`config.mk`:
```
export PLATFORM = sky130hd
export DESIGN_NAME = rdtp_timer_pair
export DESIGN_NICKNAME = d
export VERILOG_FILES = /design/src/rdtp_pkg.sv /design/src/rdtp_timer_pair.sv
export SDC_FILE = /design/constraint.sdc
export NUM_CORES = 1
export LEC_CHECK = 0
export BUFFER_PORTS_ARGS = -buffer_cell sky130_fd_sc_hd__buf_2
export CORE_UTILIZATION = 45
export DETAILED_ROUTE_END_ITERATION = 8
export PLACE_DENSITY_LB_ADDON = 0.12
export SLEW_MARGIN = 10
export SYNTH_ARGS = -nofsm -noshare
export SYNTH_HDL_FRONTEND = slang
export SYNTH_SLANG_ARGS = --single-unit
```
`constraint.sdc`:
```
create_clock -name clk_sys -period 2.75 [get_ports clk_sys]
set_input_delay 0.1375 -clock clk_sys [delete_from_list [all_inputs] [get_ports clk_sys]]
set_output_delay 0.1375 -clock clk_sys [all_outputs]
set_load 0.01 [all_outputs]
```
`src/rdtp_pkg.sv`:
```
// constants and types for the reload down timer pair
package rdtp_pkg;
    localparam int ADDR_W = 6;
    localparam logic [5:0] ADDR_T2_CTRL   = 6'h19;
    localparam logic [5:0] ADDR_T2_RLD_HI = 6'h1A;
    localparam logic [5:0] ADDR_T2_RLD_LO = 6'h1B;
    localparam logic [5:0] ADDR_T2_CNT_HI = 6'h1C;
    localparam logic [5:0] ADDR_T2_CNT_LO = 6'h1D;
    localparam logic [5:0] ADDR_T3_CTRL   = 6'h1E;
    localparam logic [5:0] ADDR_T3_RLD_HI = 6'h1F;
    localparam logic [5:0] ADDR_T3_RLD_LO = 6'h20;
    localparam logic [5:0] ADDR_T3_CNT_HI = 6'h21;
    localparam logic [5:0] ADDR_T3_CNT_LO = 6'h22;
    localparam logic [5:0] ADDR_IRQ_FLAGS = 6'h30;
    localparam logic [7:0] CTRL_RW_MASK   = 8'hBB;
    localparam logic [7:0] CTRL_RESET     = 8'h00;
    localparam logic [7:0] RLD_RESET      = 8'h00;
    localparam logic [15:0] CNT_ZERO      = 16'h0000;
    localparam logic [15:0] CNT_ONE       = 16'h0001;
    localparam logic [7:0] BYTE_ZERO      = 8'h00;
    // start mode codes
    typedef enum logic [1:0] {
        START_NONE    = 2'h0,
        START_TX_END  = 2'h1,
        START_TRIM    = 2'h2,
        START_TRIM_UF = 2'h3
    } rdtp_start_type;
    // clock source codes
    typedef enum logic [1:0] {
        CLK_FAST  = 2'h0,
        CLK_SLOW  = 2'h1,
        CLK_UF_T0 = 2'h2,
        CLK_UF_T1 = 2'h3
    } rdtp_clksel_type;
    // control register layout, msb first
    typedef struct packed {
        logic            stop_on_receive;
        logic            rsvd6;
        rdtp_start_type  start_mode;
        logic            auto_reload;
        logic            rsvd2;
        rdtp_clksel_type clock_select;
    } rdtp_ctrl_type;
    // register port request
    typedef struct packed {
        logic [5:0] addr;
        logic [7:0] wdata;
        logic       wr;
        logic       rd;
    } rdtp_req_type;
    // frontend events, all on clk_sys
    typedef struct packed {
        logic tick_fast;
        logic tick_slow;
        logic uf_first;
        logic uf_second;
        logic tx_end;
        logic rx_nibble;
    } rdtp_evt_type;
endpackage

```
`src/rdtp_timer_pair.sv`:
```
// two reload down timers with control, reload and live count registers
//
// The strobed register port was chosen for this implementation.
`timescale 1ns/1ns
module rdtp_timer_pair (
    input  wire logic                  clk_sys,
    input  wire logic                  rst_n,
    input  wire logic                  clk_en,
    input  wire rdtp_pkg::rdtp_req_type req,
    input  wire rdtp_pkg::rdtp_evt_type evt,
    input  wire logic                  trim_in,
    output logic [7:0]                 rdata,
    output logic                       t2_running,
    output logic                       t3_running,
    output logic                       second_underflow_irq_flag,
    output logic                       underflow_irq_flag
);
    import rdtp_pkg::*;

    logic          rst_s1_ff;
    logic          rst_s2_ff;
    logic          trim_s1_ff;
    logic          trim_s2_ff;
    logic          trim_s3_ff;
    logic          trim_lvl_ff;
    logic          trim_rise;
    rdtp_ctrl_type ctrl_ff [2];
    logic [7:0]    rld_hi_ff [2];
    logic [7:0]    rld_lo_ff [2];
    logic [15:0]   cnt_ff [2];
    logic          run_ff [2];
    logic          uf [2];
    logic          tick [2];
    logic          start_ev [2];
    logic          stop_ev [2];
    logic          irq_ff [2];
    logic [7:0]    rdata_ff;
    logic [7:0]    nxt_rdata;

    // merge of reload bytes into one word
    function automatic logic [15:0] reload_word(input logic [7:0] hi, input logic [7:0] lo);
        return {hi, lo};
    endfunction

    // source select for one timer
    function automatic logic pick_tick(input rdtp_clksel_type sel, input rdtp_evt_type e);
        case (sel)
            CLK_FAST:  pick_tick = e.tick_fast;
            CLK_SLOW:  pick_tick = e.tick_slow;
            CLK_UF_T0: pick_tick = e.uf_first;
            CLK_UF_T1: pick_tick = e.uf_second;
            default:   pick_tick = 1'b0;
        endcase
    endfunction

    // reset release through two flops
    always_ff @(posedge clk_sys or negedge rst_n) begin
        if (!rst_n) begin
            rst_s1_ff <= 1'b0;
            rst_s2_ff <= 1'b0;
        end else begin
            rst_s1_ff <= 1'b1;
            rst_s2_ff <= rst_s1_ff;
        end
    end

    // trim pin synchroniser, change counts when stages two and three agree
    always_ff @(posedge clk_sys or negedge rst_s2_ff) begin
        if (!rst_s2_ff) begin
            trim_s1_ff  <= 1'b0;
            trim_s2_ff  <= 1'b0;
            trim_s3_ff  <= 1'b0;
            trim_lvl_ff <= 1'b0;
        end else if (clk_en) begin
            trim_s1_ff <= trim_in;
            trim_s2_ff <= trim_s1_ff;
            trim_s3_ff <= trim_s2_ff;
            if (trim_s2_ff == trim_s3_ff) begin
                trim_lvl_ff <= trim_s3_ff;
            end
        end
    end

    assign trim_rise = (trim_s2_ff == trim_s3_ff) && trim_s3_ff && !trim_lvl_ff;

    // per timer start, stop and tick decode
    always_comb begin
        for (int i = 0; i < 2; i++) begin
            tick[i] = pick_tick(ctrl_ff[i].clock_select, evt);
            case (ctrl_ff[i].start_mode)
                START_TX_END:  start_ev[i] = evt.tx_end;
                START_TRIM:    start_ev[i] = trim_rise && !run_ff[i];
                START_TRIM_UF: start_ev[i] = trim_rise && !run_ff[i];
                default:       start_ev[i] = 1'b0;
            endcase
            // stop on nibble, not in trim modes
            if (ctrl_ff[i].start_mode[1]) begin
                stop_ev[i] = trim_rise && run_ff[i];
            end else begin
                stop_ev[i] = ctrl_ff[i].stop_on_receive && evt.rx_nibble;
            end
            uf[i] = run_ff[i] && tick[i] && (cnt_ff[i] == CNT_ZERO);
        end
    end

    // control and reload registers
    always_ff @(posedge clk_sys or negedge rst_s2_ff) begin
        if (!rst_s2_ff) begin
            for (int i = 0; i < 2; i++) begin
                ctrl_ff[i]   <= rdtp_ctrl_type'(CTRL_RESET);
                rld_hi_ff[i] <= RLD_RESET;
                rld_lo_ff[i] <= RLD_RESET;
            end
        end else if (clk_en && req.wr) begin
            case (req.addr)
                ADDR_T2_CTRL:   ctrl_ff[0] <= rdtp_ctrl_type'(req.wdata & CTRL_RW_MASK);
                ADDR_T3_CTRL:   ctrl_ff[1] <= rdtp_ctrl_type'(req.wdata & CTRL_RW_MASK);
                ADDR_T2_RLD_HI: rld_hi_ff[0] <= req.wdata;
                ADDR_T2_RLD_LO: rld_lo_ff[0] <= req.wdata;
                ADDR_T3_RLD_HI: rld_hi_ff[1] <= req.wdata;
                ADDR_T3_RLD_LO: rld_lo_ff[1] <= req.wdata;
                default: ;
            endcase
        end
    end

    // counters
    always_ff @(posedge clk_sys or negedge rst_s2_ff) begin
        if (!rst_s2_ff) begin
            for (int i = 0; i < 2; i++) begin
                cnt_ff[i] <= CNT_ZERO;
                run_ff[i] <= 1'b0;
            end
        end else if (clk_en) begin
            for (int i = 0; i < 2; i++) begin
                if (start_ev[i]) begin
                    cnt_ff[i] <= reload_word(rld_hi_ff[i], rld_lo_ff[i]);
                    run_ff[i] <= 1'b1;
                end else if (stop_ev[i]) begin
                    run_ff[i] <= 1'b0;
                end else if (uf[i]) begin
                    if (ctrl_ff[i].auto_reload) begin
                        cnt_ff[i] <= reload_word(rld_hi_ff[i], rld_lo_ff[i]);
                    end else begin
                        run_ff[i] <= 1'b0;
                    end
                end else if (run_ff[i] && tick[i]) begin
                    cnt_ff[i] <= cnt_ff[i] - CNT_ONE;
                end
            end
        end
    end

    // underflow flags, set wins over clear-on-write
    always_ff @(posedge clk_sys or negedge rst_s2_ff) begin
        if (!rst_s2_ff) begin
            irq_ff[0] <= 1'b0;
            irq_ff[1] <= 1'b0;
        end else if (clk_en) begin
            for (int i = 0; i < 2; i++) begin
                if (uf[i] && ctrl_ff[i].start_mode != START_TRIM) begin
                    irq_ff[i] <= 1'b1;
                end else if (req.wr && req.addr == ADDR_IRQ_FLAGS && req.wdata[i]) begin
                    irq_ff[i] <= 1'b0;
                end
            end
        end
    end

    // read mux
    always_comb begin
        nxt_rdata = BYTE_ZERO;
        case (req.addr)
            ADDR_T2_CTRL:   nxt_rdata = ctrl_ff[0];
            ADDR_T2_RLD_HI: nxt_rdata = rld_hi_ff[0];
            ADDR_T2_RLD_LO: nxt_rdata = rld_lo_ff[0];
            ADDR_T2_CNT_HI: nxt_rdata = cnt_ff[0][15:8];
            ADDR_T2_CNT_LO: nxt_rdata = cnt_ff[0][7:0];
            ADDR_T3_CTRL:   nxt_rdata = ctrl_ff[1];
            ADDR_T3_RLD_HI: nxt_rdata = rld_hi_ff[1];
            ADDR_T3_RLD_LO: nxt_rdata = rld_lo_ff[1];
            ADDR_T3_CNT_HI: nxt_rdata = cnt_ff[1][15:8];
            ADDR_T3_CNT_LO: nxt_rdata = cnt_ff[1][7:0];
            ADDR_IRQ_FLAGS: nxt_rdata = {6'h00, irq_ff[1], irq_ff[0]};
            default:        nxt_rdata = BYTE_ZERO;
        endcase
    end

    // read data valid the cycle after the strobe only
    always_ff @(posedge clk_sys or negedge rst_s2_ff) begin
        if (!rst_s2_ff) begin
            rdata_ff <= BYTE_ZERO;
        end else if (clk_en) begin
            rdata_ff <= req.rd ? nxt_rdata : BYTE_ZERO;
        end
    end

    assign rdata                     = rdata_ff;
    assign t2_running                = run_ff[0];
    assign t3_running                = run_ff[1];
    assign second_underflow_irq_flag = irq_ff[0];
    assign underflow_irq_flag        = irq_ff[1];
endmodule // rdtp_timer_pair

```
=== Word level (Yosys, flattened, before mapping) ===
Index checks and enable logic that the tools add are counted.

* Equal/unequal tests: 32
* Muxes and demuxes: 30
* Add/subtract/negate cells: 2
* Reduce and logical (&&, ||, !) cells: 46

{| class="wikitable"
|+ Operator list
! kind !! number
|-
| two-way mux 16 bit || 10
|-
| one-hot mux 8 bit (11 select lines) || 1
|-
| == test 6 x 5 -> 1 bit, second input constant || 7
|-
| logical NOT 16 bit || 2
|-
| subtractor 16 x 1 -> 16 bit, second input constant || 2
|-
| == test 6 bit, second input constant || 4
|-
| logical AND 1 bit || 18
|-
| AND reduction 2 bit || 9
|-
| == test 2 bit, second input constant || 8
|-
| two-way mux 1 bit || 14
|-
| nonzero test 3 bit || 4
|-
| == test 2 x 1 -> 1 bit, second input constant || 4
|-
| two-way mux 8 bit || 1
|-
| != test 2 bit, second input constant || 4
|-
| one-hot mux 1 bit (4 select lines) || 2
|-
| AND reduction 4 bit || 2
|-
| != test 3 x 1 -> 1 bit, second input constant || 2
|-
| != test 3 x 2 -> 1 bit, second input constant || 2
|-
| AND reduction 3 bit || 2
|-
| logical NOT 2 bit || 2
|-
| one-hot mux 1 bit (2 select lines) || 2
|-
| nonzero test 2 bit || 2
|-
| OR reduction 2 bit || 2
|-
| logical NOT 1 bit || 3
|-
| == test 1 bit || 1
|}

* Bits of input ports: 26
* Bits in registers: 94
* Output and inout port bits: 12

=== Depth between registers and ports, before layout ===
Gate-level depths: netlist of run 1.

* Depth in word-level cells: 7
* Mapped depth: 8
* Mapped depth without buffers: 7

=== Worst setup path after synthesis of run 1 ===
OpenSTA, ideal clock, no wires.

* Path kind: reg2reg
* Start point: register cnt_ff[16] (netlist bit)
* End point: register cnt_ff[17] (netlist bit)
* Library setup time: 0.130 ns
* Slack: 0.456 ns
* Arrival time: 2.163 ns
* Stages on the path, launching flop included: 9
* Cells stage by stage: dfrtp_1 > inv_1 > ha_1 > or4b_1 > or4_4 > o21bai_4 > buf_12 > mux2i_1 > mux2i_1

* Cells in the longest elaborated chain, start to end: 5
* Elaborated cells between the ends (all ways): 10

{| class="wikitable"
|+ RTL lines
! what !! line !! RTL
|-
| from (decl) || rdtp_timer_pair.sv:30 || <nowiki>logic [15:0] cnt_ff [2];</nowiki>
|-
| from (signal, indexed assignment) || rdtp_timer_pair.sv:137 || <nowiki>cnt_ff[i] <= reload_word(rld_hi_ff[i], rld_lo_ff[i]);</nowiki>
|-
| from (signal, indexed assignment) || rdtp_timer_pair.sv:143 || <nowiki>cnt_ff[i] <= reload_word(rld_hi_ff[i], rld_lo_ff[i]);</nowiki>
|-
| from (signal, indexed assignment) || rdtp_timer_pair.sv:148 || <nowiki>cnt_ff[i] <= cnt_ff[i] - CNT_ONE;</nowiki>
|-
| subtractor 16 x 1 -> 16 bit / logical NOT 16 bit (equally long branches) || rdtp_timer_pair.sv:148, rdtp_timer_pair.sv:102 ||
|-
| two-way mux 16 bit / logical AND 1 bit (equally long branches) || rdtp_timer_pair.sv:147, rdtp_timer_pair.sv:102 ||
|-
| two-way mux 16 bit || rdtp_timer_pair.sv:141 || <nowiki>end else if (uf[i]) begin</nowiki>
|-
| two-way mux 16 bit || rdtp_timer_pair.sv:139 || <nowiki>end else if (stop_ev[i]) begin</nowiki>
|-
| two-way mux 16 bit || rdtp_timer_pair.sv:136 || <nowiki>if (start_ev[i]) begin</nowiki>
|}

Parallel ways exist; a longest one is shown, timed or not. The select of a mux whose other input is x is not followed.
A chain may end at the register's enable or synchronous reset.

=== Final worst setup path of run 1 ===
Same ends and word-level chain as after synthesis.

==> summary.txt, run 1 <==
Global route
  • Largest net degree at the start of global routing: 50
  • Grt met3 use: 0.04821
  • Met1 Usage GRT: 0.4056
  • Initial antenna violation count: 0
  • Vias in the first global route: 4735
  • First-pass GRT wire length: 27.37 mm
  • GRT Resource Usage Total: 0.2880
  • Met2 Resource Use GR: 0.4387
  • GRT Max-Usage Layer: met2
  • Total gr overflow: 0

Yosys
  • Async set-or-reset flop fraction in the synthesized netlist: 1.000
  • FF+latch count, synth: 94
  • Post-synthesis sequential area ratio: 0.4266
  • Top cells by area, synth: dfrtp_1, mux2_2, mux2i_1
  • EDFF count, synth: 0
  • Post-Synthesis Net Count: 561
  • Netlist Area Pre-Place: 0.005514 mm²
  • Cell taking the most area after synthesis: dfrtp_1
  • Top FF cell, synth: dfrtp_1
  • Syn Area/Cell: 10.40 µm²
  • Yosys warning count: 0
  • Synth top cells by count: dfrtp_1, mux2_2, a22oi_1
  • Area share of the largest cell type after synthesis: 0.4266
  • Most frequent cell after synthesis: dfrtp_1
  • Cells after Synth: 530
  • Netlist cell types: 62

Floorplan
  • Die Y-Extent: 112.7 µm
  • CORE AREA: 0.01196 mm²
  • Initial core utilization: 0.4610
  • Ports: 38
  • Die Footprint: 0.01270 mm²
  • Die width: 112.7 µm
  • Rows: 40

CTS
  • Clock Latency Late Sink: 0.35 ns
  • Clk sinks: 94
  • Clk root buf: clkbuf_16
  • Setup Buffers After CTS: 0
  • H-Tree Depth: 3
  • Resized cells post-CTS: 0
  • Num CTS Buffers: 9
  • # hold bufs at CTS: 1
  • TritonCTS clock tree: done
  • Clk slew on worst S/H paths: 0.07 ns
  • Clk buf depth: 2

Drt
  • DR iter-0 viols: 490
  • TritonRoute pass-1 iters: 5
  • DR WL/cell: 23.79 µm
  • DRC: 0
  • Routed vias/inst: 6.655
  • DRT Wirelength: 17.32 mm
  • Remaining antenna violation count after routing: 0
  • Routed vias: 4845

STA
  • Max-slew violation count: 0
  • # setup viols final: 0
  • Unrepaired setup endpoints after global routing: no
  • Endpoints failing hold: 0
  • Final min period: 2.542 ns
  • Final setup TNS: 0 ns
  • Worst slew pin tran: 0.7539 ns
  • Worst slew margin: 0.4956
  • Final period util: 0.9245
  • Fmax achieved: 393.3 MHz
  • Clk_skew: 0.007373 ns

Worst setup path
  • CP max FO: 11
  • CP Launch Type: flip-flop
  • CP Data Arrival Time: 2.76 ns
  • CP endpoint kind: flip-flop
  • Crit path kind: flip-flop to flip-flop
  • Worst EP required: 2.97 ns

Place
  • Cells after DPL: 711
  • Half-perimeter wire length after placement: 12.47 mm
  • Port Buf Inserts: 37
  • Final weighted congestion in routability-driven placement: 0.8798

Layout
  • Filler instances: 1088
  • Final nets: 607
  • N_diodes: 0
  • Post-route insts no fill: 728
  • Share of layout cells above drive strength 1: 0.2410
  • Layout area overhead: 14.14%
  • Post-Route Utilization: 0.5262

Power
  • Max VDD drop: 0.2965 mV
  • Power per cell area: 789.3 mW/mm²
  • Static Leakage: 2.793 nW

Min path
  • Hold crit path type: input port to flip-flop

Status
  • Status: completed

Job
  • Max_cap viols: 0
registers in the layout, summed over array words and instances, names as in the netlist:
| register | count |
|---|---|
| rld_hi_ff | 16 |
| second_underflow_irq_flag | 1 |
| trim_lvl_ff | 1 |
| rdata | 8 |
| underflow_irq_flag | 1 |
| rld_lo_ff | 16 |
| ctrl_ff | 12 |
| rst_s2_ff | 1 |
| trim_s2_ff | 1 |
| t2_running | 1 |
| t3_running | 1 |
| trim_s1_ff | 1 |
| rst_s1_ff | 1 |
| trim_s3_ff | 1 |
| cnt_ff | 32 |
layout by cell type (no fill, tap or decap), types with 2 or more instances in the layout:
| cell | netlist | layout |
|---|---|---|
| clkbuf_16 | 0 | 9 |
| a41oi_1 | 4 | 4 |
| nor3_1 | 23 | 23 |
| mux2i_1 | 38 | 38 |
| nand4_1 | 4 | 4 |
| nor4b_1 | 2 | 2 |
| buf_12 | 1 | 2 |
| o21ai_0 | 14 | 14 |
| o22ai_1 | 4 | 4 |
| nor2_1 | 32 | 32 |
| o22a_1 | 2 | 2 |
| a22oi_1 | 39 | 39 |
| nand3_1 | 10 | 10 |
| inv_1 | 24 | 24 |
| a222oi_1 | 2 | 2 |
| or4_1 | 4 | 4 |
| nand2_1 | 21 | 21 |
| buf_4 | 0 | 27 |
| or3_1 | 3 | 3 |
| o2bb2ai_1 | 24 | 24 |
| o221ai_1 | 24 | 24 |
| a31oi_1 | 4 | 4 |
| nor2b_1 | 3 | 3 |
| dfrtp_1 | 94 | 93 |
| a21oi_1 | 6 | 6 |
| o221ai_2 | 5 | 5 |
| nand3b_1 | 2 | 2 |
| nand2b_1 | 7 | 7 |
| or4_4 | 2 | 2 |
| mux2_2 | 40 | 40 |
| a211o_1 | 7 | 7 |
| and3_1 | 4 | 4 |
| a22o_1 | 3 | 3 |
| nor4_1 | 12 | 12 |
| ha_1 | 5 | 5 |
| nor3b_1 | 4 | 4 |
| clkinv_2 | 0 | 3 |
| a21o_1 | 2 | 2 |
| buf_2 | 9 | 37 |
critical path, stage by stage, from the launching register on:
cell,delay (ns)
dfrtp_1,0.43
inv_1,0.14
ha_1,0.18
or4b_1,0.43
or4_4,0.52
o21bai_4,0.25
buf_12,0.18
mux2i_1,0.18
mux2i_1,0.09
per-stage QoR:
stage	worst slack, ns	power [mW]	hold slack, ns	instance area (µm²)
floorplan	0.4564	3.067	-0.1581	5515
global placement	0.3200	3.618	-0.07764	5983
detailed placement	0.2554	3.658	-0.07437	5983
CTS	0.2258	4.953	0.01633	6294
global route	0.07127	5.227	0.02992	6294
finish	0.2075	4.968	0.02461	6294
final timing paths:
| path | slack, ns | start | cells after the start | endpoint |
|---|---|---|---|---|
| setup / recovery | 0.21 | cnt_ff[16] | 8 | cnt_ff[17] |
| hold / removal | 0.02 | trim_in | 2 | trim_s1_ff |
| setup reg to reg | 0.21 | cnt_ff[16] | 8 | cnt_ff[17] |
| hold reg to reg | 0.35 | rst_s1_ff | 0 | rst_s2_ff |
| max in group asynchronous | 1.70 | rst_s2_ff | 1 | rld_lo_ff[9] |
| min in group asynchronous | 0.10 | rst_n | 2 | rst_s1_ff |
where the power goes:
| group | internal, mW | switching (mW) |
|---|---|---|
| clock network | 0.727 | 0.562 |
| registers | 1.68 | 0.533 |
| logic | 0.653 | 0.817 |
| total | 3.06 | 1.91 |
layer usage:
metal | wire [µm] | part of all wire | up-vias
li1 | - | - | 2163
met1 | 7865 | 0.45 | 2434
met2 | 7909 | 0.46 | 214
met3 | 1102 | 0.064 | 34
met4 | 442 | 0.026 | 0
met5 | 0 | 0 | -
layout make-up:
| cell class | count | area, µm² | share of cell area |
|---|---|---|---|
| Clock buffer | 10 | 239.0 | 0.03797 |
| Clock inverter | 6 | 61.31 | 0.009742 |
| Inverter | 24 | 90.09 | 0.01431 |
| Multi-Input combinational cell | 380 | 2925 | 0.4648 |
| Sequential cell | 94 | 2356 | 0.3744 |
| Tap cell | 147 | 183.9 | 0.02922 |
| Timing Repair Buffer | 67 | 437.9 | 0.06958 |
cell families after synthesis:
logic type,after synthesis,share of synthesized area
AO/OA/AOI/OAI,153,0.2246
adder cells (fa/ha/maj),5,0.01135
buffers and inverters,56,0.04448
flip-flops,94,0.4266
multiplexers,78,0.1507
other,1,0.0006801
AND/OR/NAND/NOR,143,0.1416
Note: power is estimated with default switching activity, not from simulation.
==> inputs of run 2 (changes only) <==
--- a/config.mk
+++ b/config.mk
@@ -5,7 +5,7 @@
 export SDC_FILE = /design/constraint.sdc
 export NUM_CORES = 1
 export LEC_CHECK = 0
-export BUFFER_PORTS_ARGS = -buffer_cell sky130_fd_sc_hd__buf_2
+export BUFFER_PORTS_ARGS = -buffer_cell sky130_fd_sc_hd__buf_4
 export CORE_UTILIZATION = 45
 export DETAILED_ROUTE_END_ITERATION = 8
 export PLACE_DENSITY_LB_ADDON = 0.12
==> run 2 against run 1 <==
  * Via count grew 1.5%
  * Sequential share of layout area decreased by 0.64 points
  * Clock-buffer cell count grew 2
  * Global-route usage rose by 0.061 points
  * Sequential power is essentially flat
  * Non-clock buffer count is 1 higher
  * Largest cell class unchanged
==> summary.txt, run 2 (synthesized netlist as in run 1, its figures left out) <==
CTS
  • Num CTS Buffers: 9 (unchanged)
  • H-Tree Depth: 3 (unchanged)
  • TritonCTS clock tree: done
  • Clk slew on worst S/H paths: 0.07 ns (about the same)
  • Clk root buf: clkbuf_16
  • Resized cells post-CTS: 0 (unchanged)
  • Clock Latency Late Sink: 0.35 ns (about the same)
  • Clk buf depth: 2 (unchanged)
  • Clk sinks: 94 (unchanged)

STA
  • Clk_skew: 0.008689 ns (+0.001316 ns)
  • Max-slew violation count: 0 (unchanged)
  • Final period util: 0.9099 (-0.01463)
  • Unrepaired setup endpoints after global routing: no
  • Endpoints failing hold: 0 (unchanged)
  • Worst slew margin: 0.4773 (-0.01822)
  • Fmax achieved: 399.6 MHz (+1.6%)
  • Final min period: 2.502 ns (-0.04025 ns)
  • Worst slew pin tran: 0.7811 ns (+0.02723 ns)
  • # setup viols final: 0 (unchanged)
  • Final setup TNS: 0 ns (unchanged)

Global route
  • Largest net degree at the start of global routing: 49 (-2.0%)
  • GRT Resource Usage Total: 0.2887 (+0.0006147)
  • First-pass GRT wire length: 27.56 mm (+0.68%)
  • Vias in the first global route: 4830 (+2.0%)
  • Initial antenna violation count: 0 (unchanged)
  • Total gr overflow: 0 (unchanged)

Drt
  • DR WL/cell: 23.78 µm (about the same)
  • Routed vias: 4918 (+1.5%)
  • Routed vias/inst: 6.746 (+1.4%)
  • Remaining antenna violation count after routing: 0 (unchanged)
  • TritonRoute pass-1 iters: 5 (unchanged)
  • DR iter-0 viols: 451 (-8.0%)
  • DRC: 0 (unchanged)
  • DRT Wirelength: 17.34 mm (about the same)

Worst setup path
  • Reg2reg setup slack: 0.25 ns (+0.04 ns)
  • Crit-path max cell delay: 0.51 ns (about the same)
  • CP Data Arrival Time: 2.74 ns (-0.02 ns)
  • CP endpoint kind: flip-flop
  • CP max FO: 11 (unchanged)
  • Worst EP required: 2.98 ns (about the same)
  • Crit path kind: flip-flop to flip-flop
  • Reg2reg end: cnt_ff[29]
  • Crit-path slowest cell: or4_4
  • Reg2reg path depth: 8 (unchanged)
  • RR Startpoint: cnt_ff[16]
  • Crit-path cells: inv_1 -> ha_1 -> or4b_1 -> or4_4 -> o21bai_4 -> buf_12 -> o221ai_1 -> o2bb2ai_1
  • CP Launch Type: flip-flop

Layout
  • Largest Register: cnt_ff
  • Top Registers: cnt_ff (32), rld_hi_ff (16), rld_lo_ff (16)
  • Final instance area: 0.006402 mm² (+1.7%)
  • Commonest non-fill, non-tap cells in the layout: dfrtp_1, buf_4, mux2_2
  • Max reg flops: 32 (unchanged)
  • Final nets: 608 (+0.16%)
  • N_diodes: 0 (unchanged)
  • Layout area overhead: 16.11%
  • Most common cell after layout, fill and taps aside: dfrtp_1
  • Share of layout cells above drive strength 1: 0.2371 (-0.003850)

Power
  • Max VDD drop: 0.3644 mV (+23%)
  • Switching Share: 0.3747 (-0.01024)
  • Comb power frac: 0.298 (+0.002)
  • Power per cell area: 789.7 mW/mm² (about the same)
  • P_int: 3.161 mW (+3.5%)
  • Static Leakage: 2.822 nW (+1.0%)
  • Sequential group share of total power: 0.440 (-0.005)
  • Switch Pwr: 1.894 mW (-0.94%)
  • Clk pwr share: 0.262 (+0.003)

Min path
  • Hold crit path type: input port to flip-flop
  • Hold Path Sink: trim_s1_ff
  • Hold Path Depth: 2 (unchanged)
  • Min-delay src: trim_in

Place
  • Final weighted congestion in routability-driven placement: 0.9078 (+3.2%)
  • Port Buf Inserts: 37 (unchanged)
  • Half-perimeter wire length after placement: 12.54 mm (+0.56%)
  • Placed cell area: 0.006083 mm² (+1.7%)

Status
  • Status: completed

Floorplan
  • Ports: 38 (unchanged)
  • Die Footprint: 0.01270 mm² (unchanged)
  • Die Y-Extent: 112.7 µm (unchanged)
  • Initial core utilization: 0.4610 (unchanged)
  • Die width: 112.7 µm (unchanged)
  • Rows: 40 (unchanged)
  • CORE AREA: 0.01196 mm² (unchanged)

Job
  • Max_cap viols: 0 (unchanged)
==> run 2: cell type report <==
type | instances | area (µm²)
flip-flops and latches | 94 | 2356
inverters | 24 | 90.09
well taps | 147 | 183.9
clock inverters | 4 | 72.57
clock buffers | 12 | 236.5
repair buffers | 68 | 538.0
multi-input cells | 380 | 2925
fillers | 1072 | 5559
==> run 2: worst max path at each step <==
stage / startpoint / to / depth (start not counted)
after floorplan: cnt_ff[16] / cnt_ff[17] / 8
after global placement: cnt_ff[16] / cnt_ff[24] / 8
after detailed placement: cnt_ff[16] / cnt_ff[29] / 8
after CTS: cnt_ff[16] / cnt_ff[29] / 8
after global routing: cnt_ff[16] / cnt_ff[29] / 8
final: cnt_ff[16] / cnt_ff[29] / 8
==> run 2: per-stage QoR <==
stage	power [mW]	util	setup WS (ns)	instances	hold WS [ns]
final	5.056	0.5353	0.2478	729	0.01786
after floorplan	3.067	-	0.4564	530	-0.1581
after detailed placement	3.711	0.5086	0.2684	712	-0.07721
after global placement	3.666	0.5086	0.3426	712	-0.08020
after global routing	5.335	0.5353	0.09409	729	0.02444
after CTS	5.047	0.5353	0.2568	729	0.01015
==> run 2: critical path, delay by kind of cell (launching register included) <==
family,cells,cell delay (ns)
buf+inv,2,0.32
simple gates,2,0.94
fa+ha+maj,1,0.18
compound gates,3,0.53
flops,1,0.42
==> run 2: power groups by stage <==
stage | sequential, mW | combinational (mW) | clock, mW
global placement | 2.22 | 1.44 | 0
global route | 2.27 | 1.65 | 1.41
floorplan | 1.97 | 1.09 | 0
detailed placement | 2.23 | 1.48 | 0
CTS | 2.21 | 1.49 | 1.35
finish | 2.23 | 1.50 | 1.33
==> run 2: repair_timing <==
action	CTS	global route
hold buffers	1	0
endpoints found under the hold margin	2	0
buffers inserted	0	0
==> run 2: layer usage <==
layer | share of wire | vias to the layer above | track usage
li1 | - | 2179 | -
met1 | 0.44 | 2457 | 0.4097
met2 | 0.46 | 231 | 0.4333
met3 | 0.068 | 51 | 0.04392
met4 | 0.035 | 0 | 0.1387
met5 | 0 | - | 0
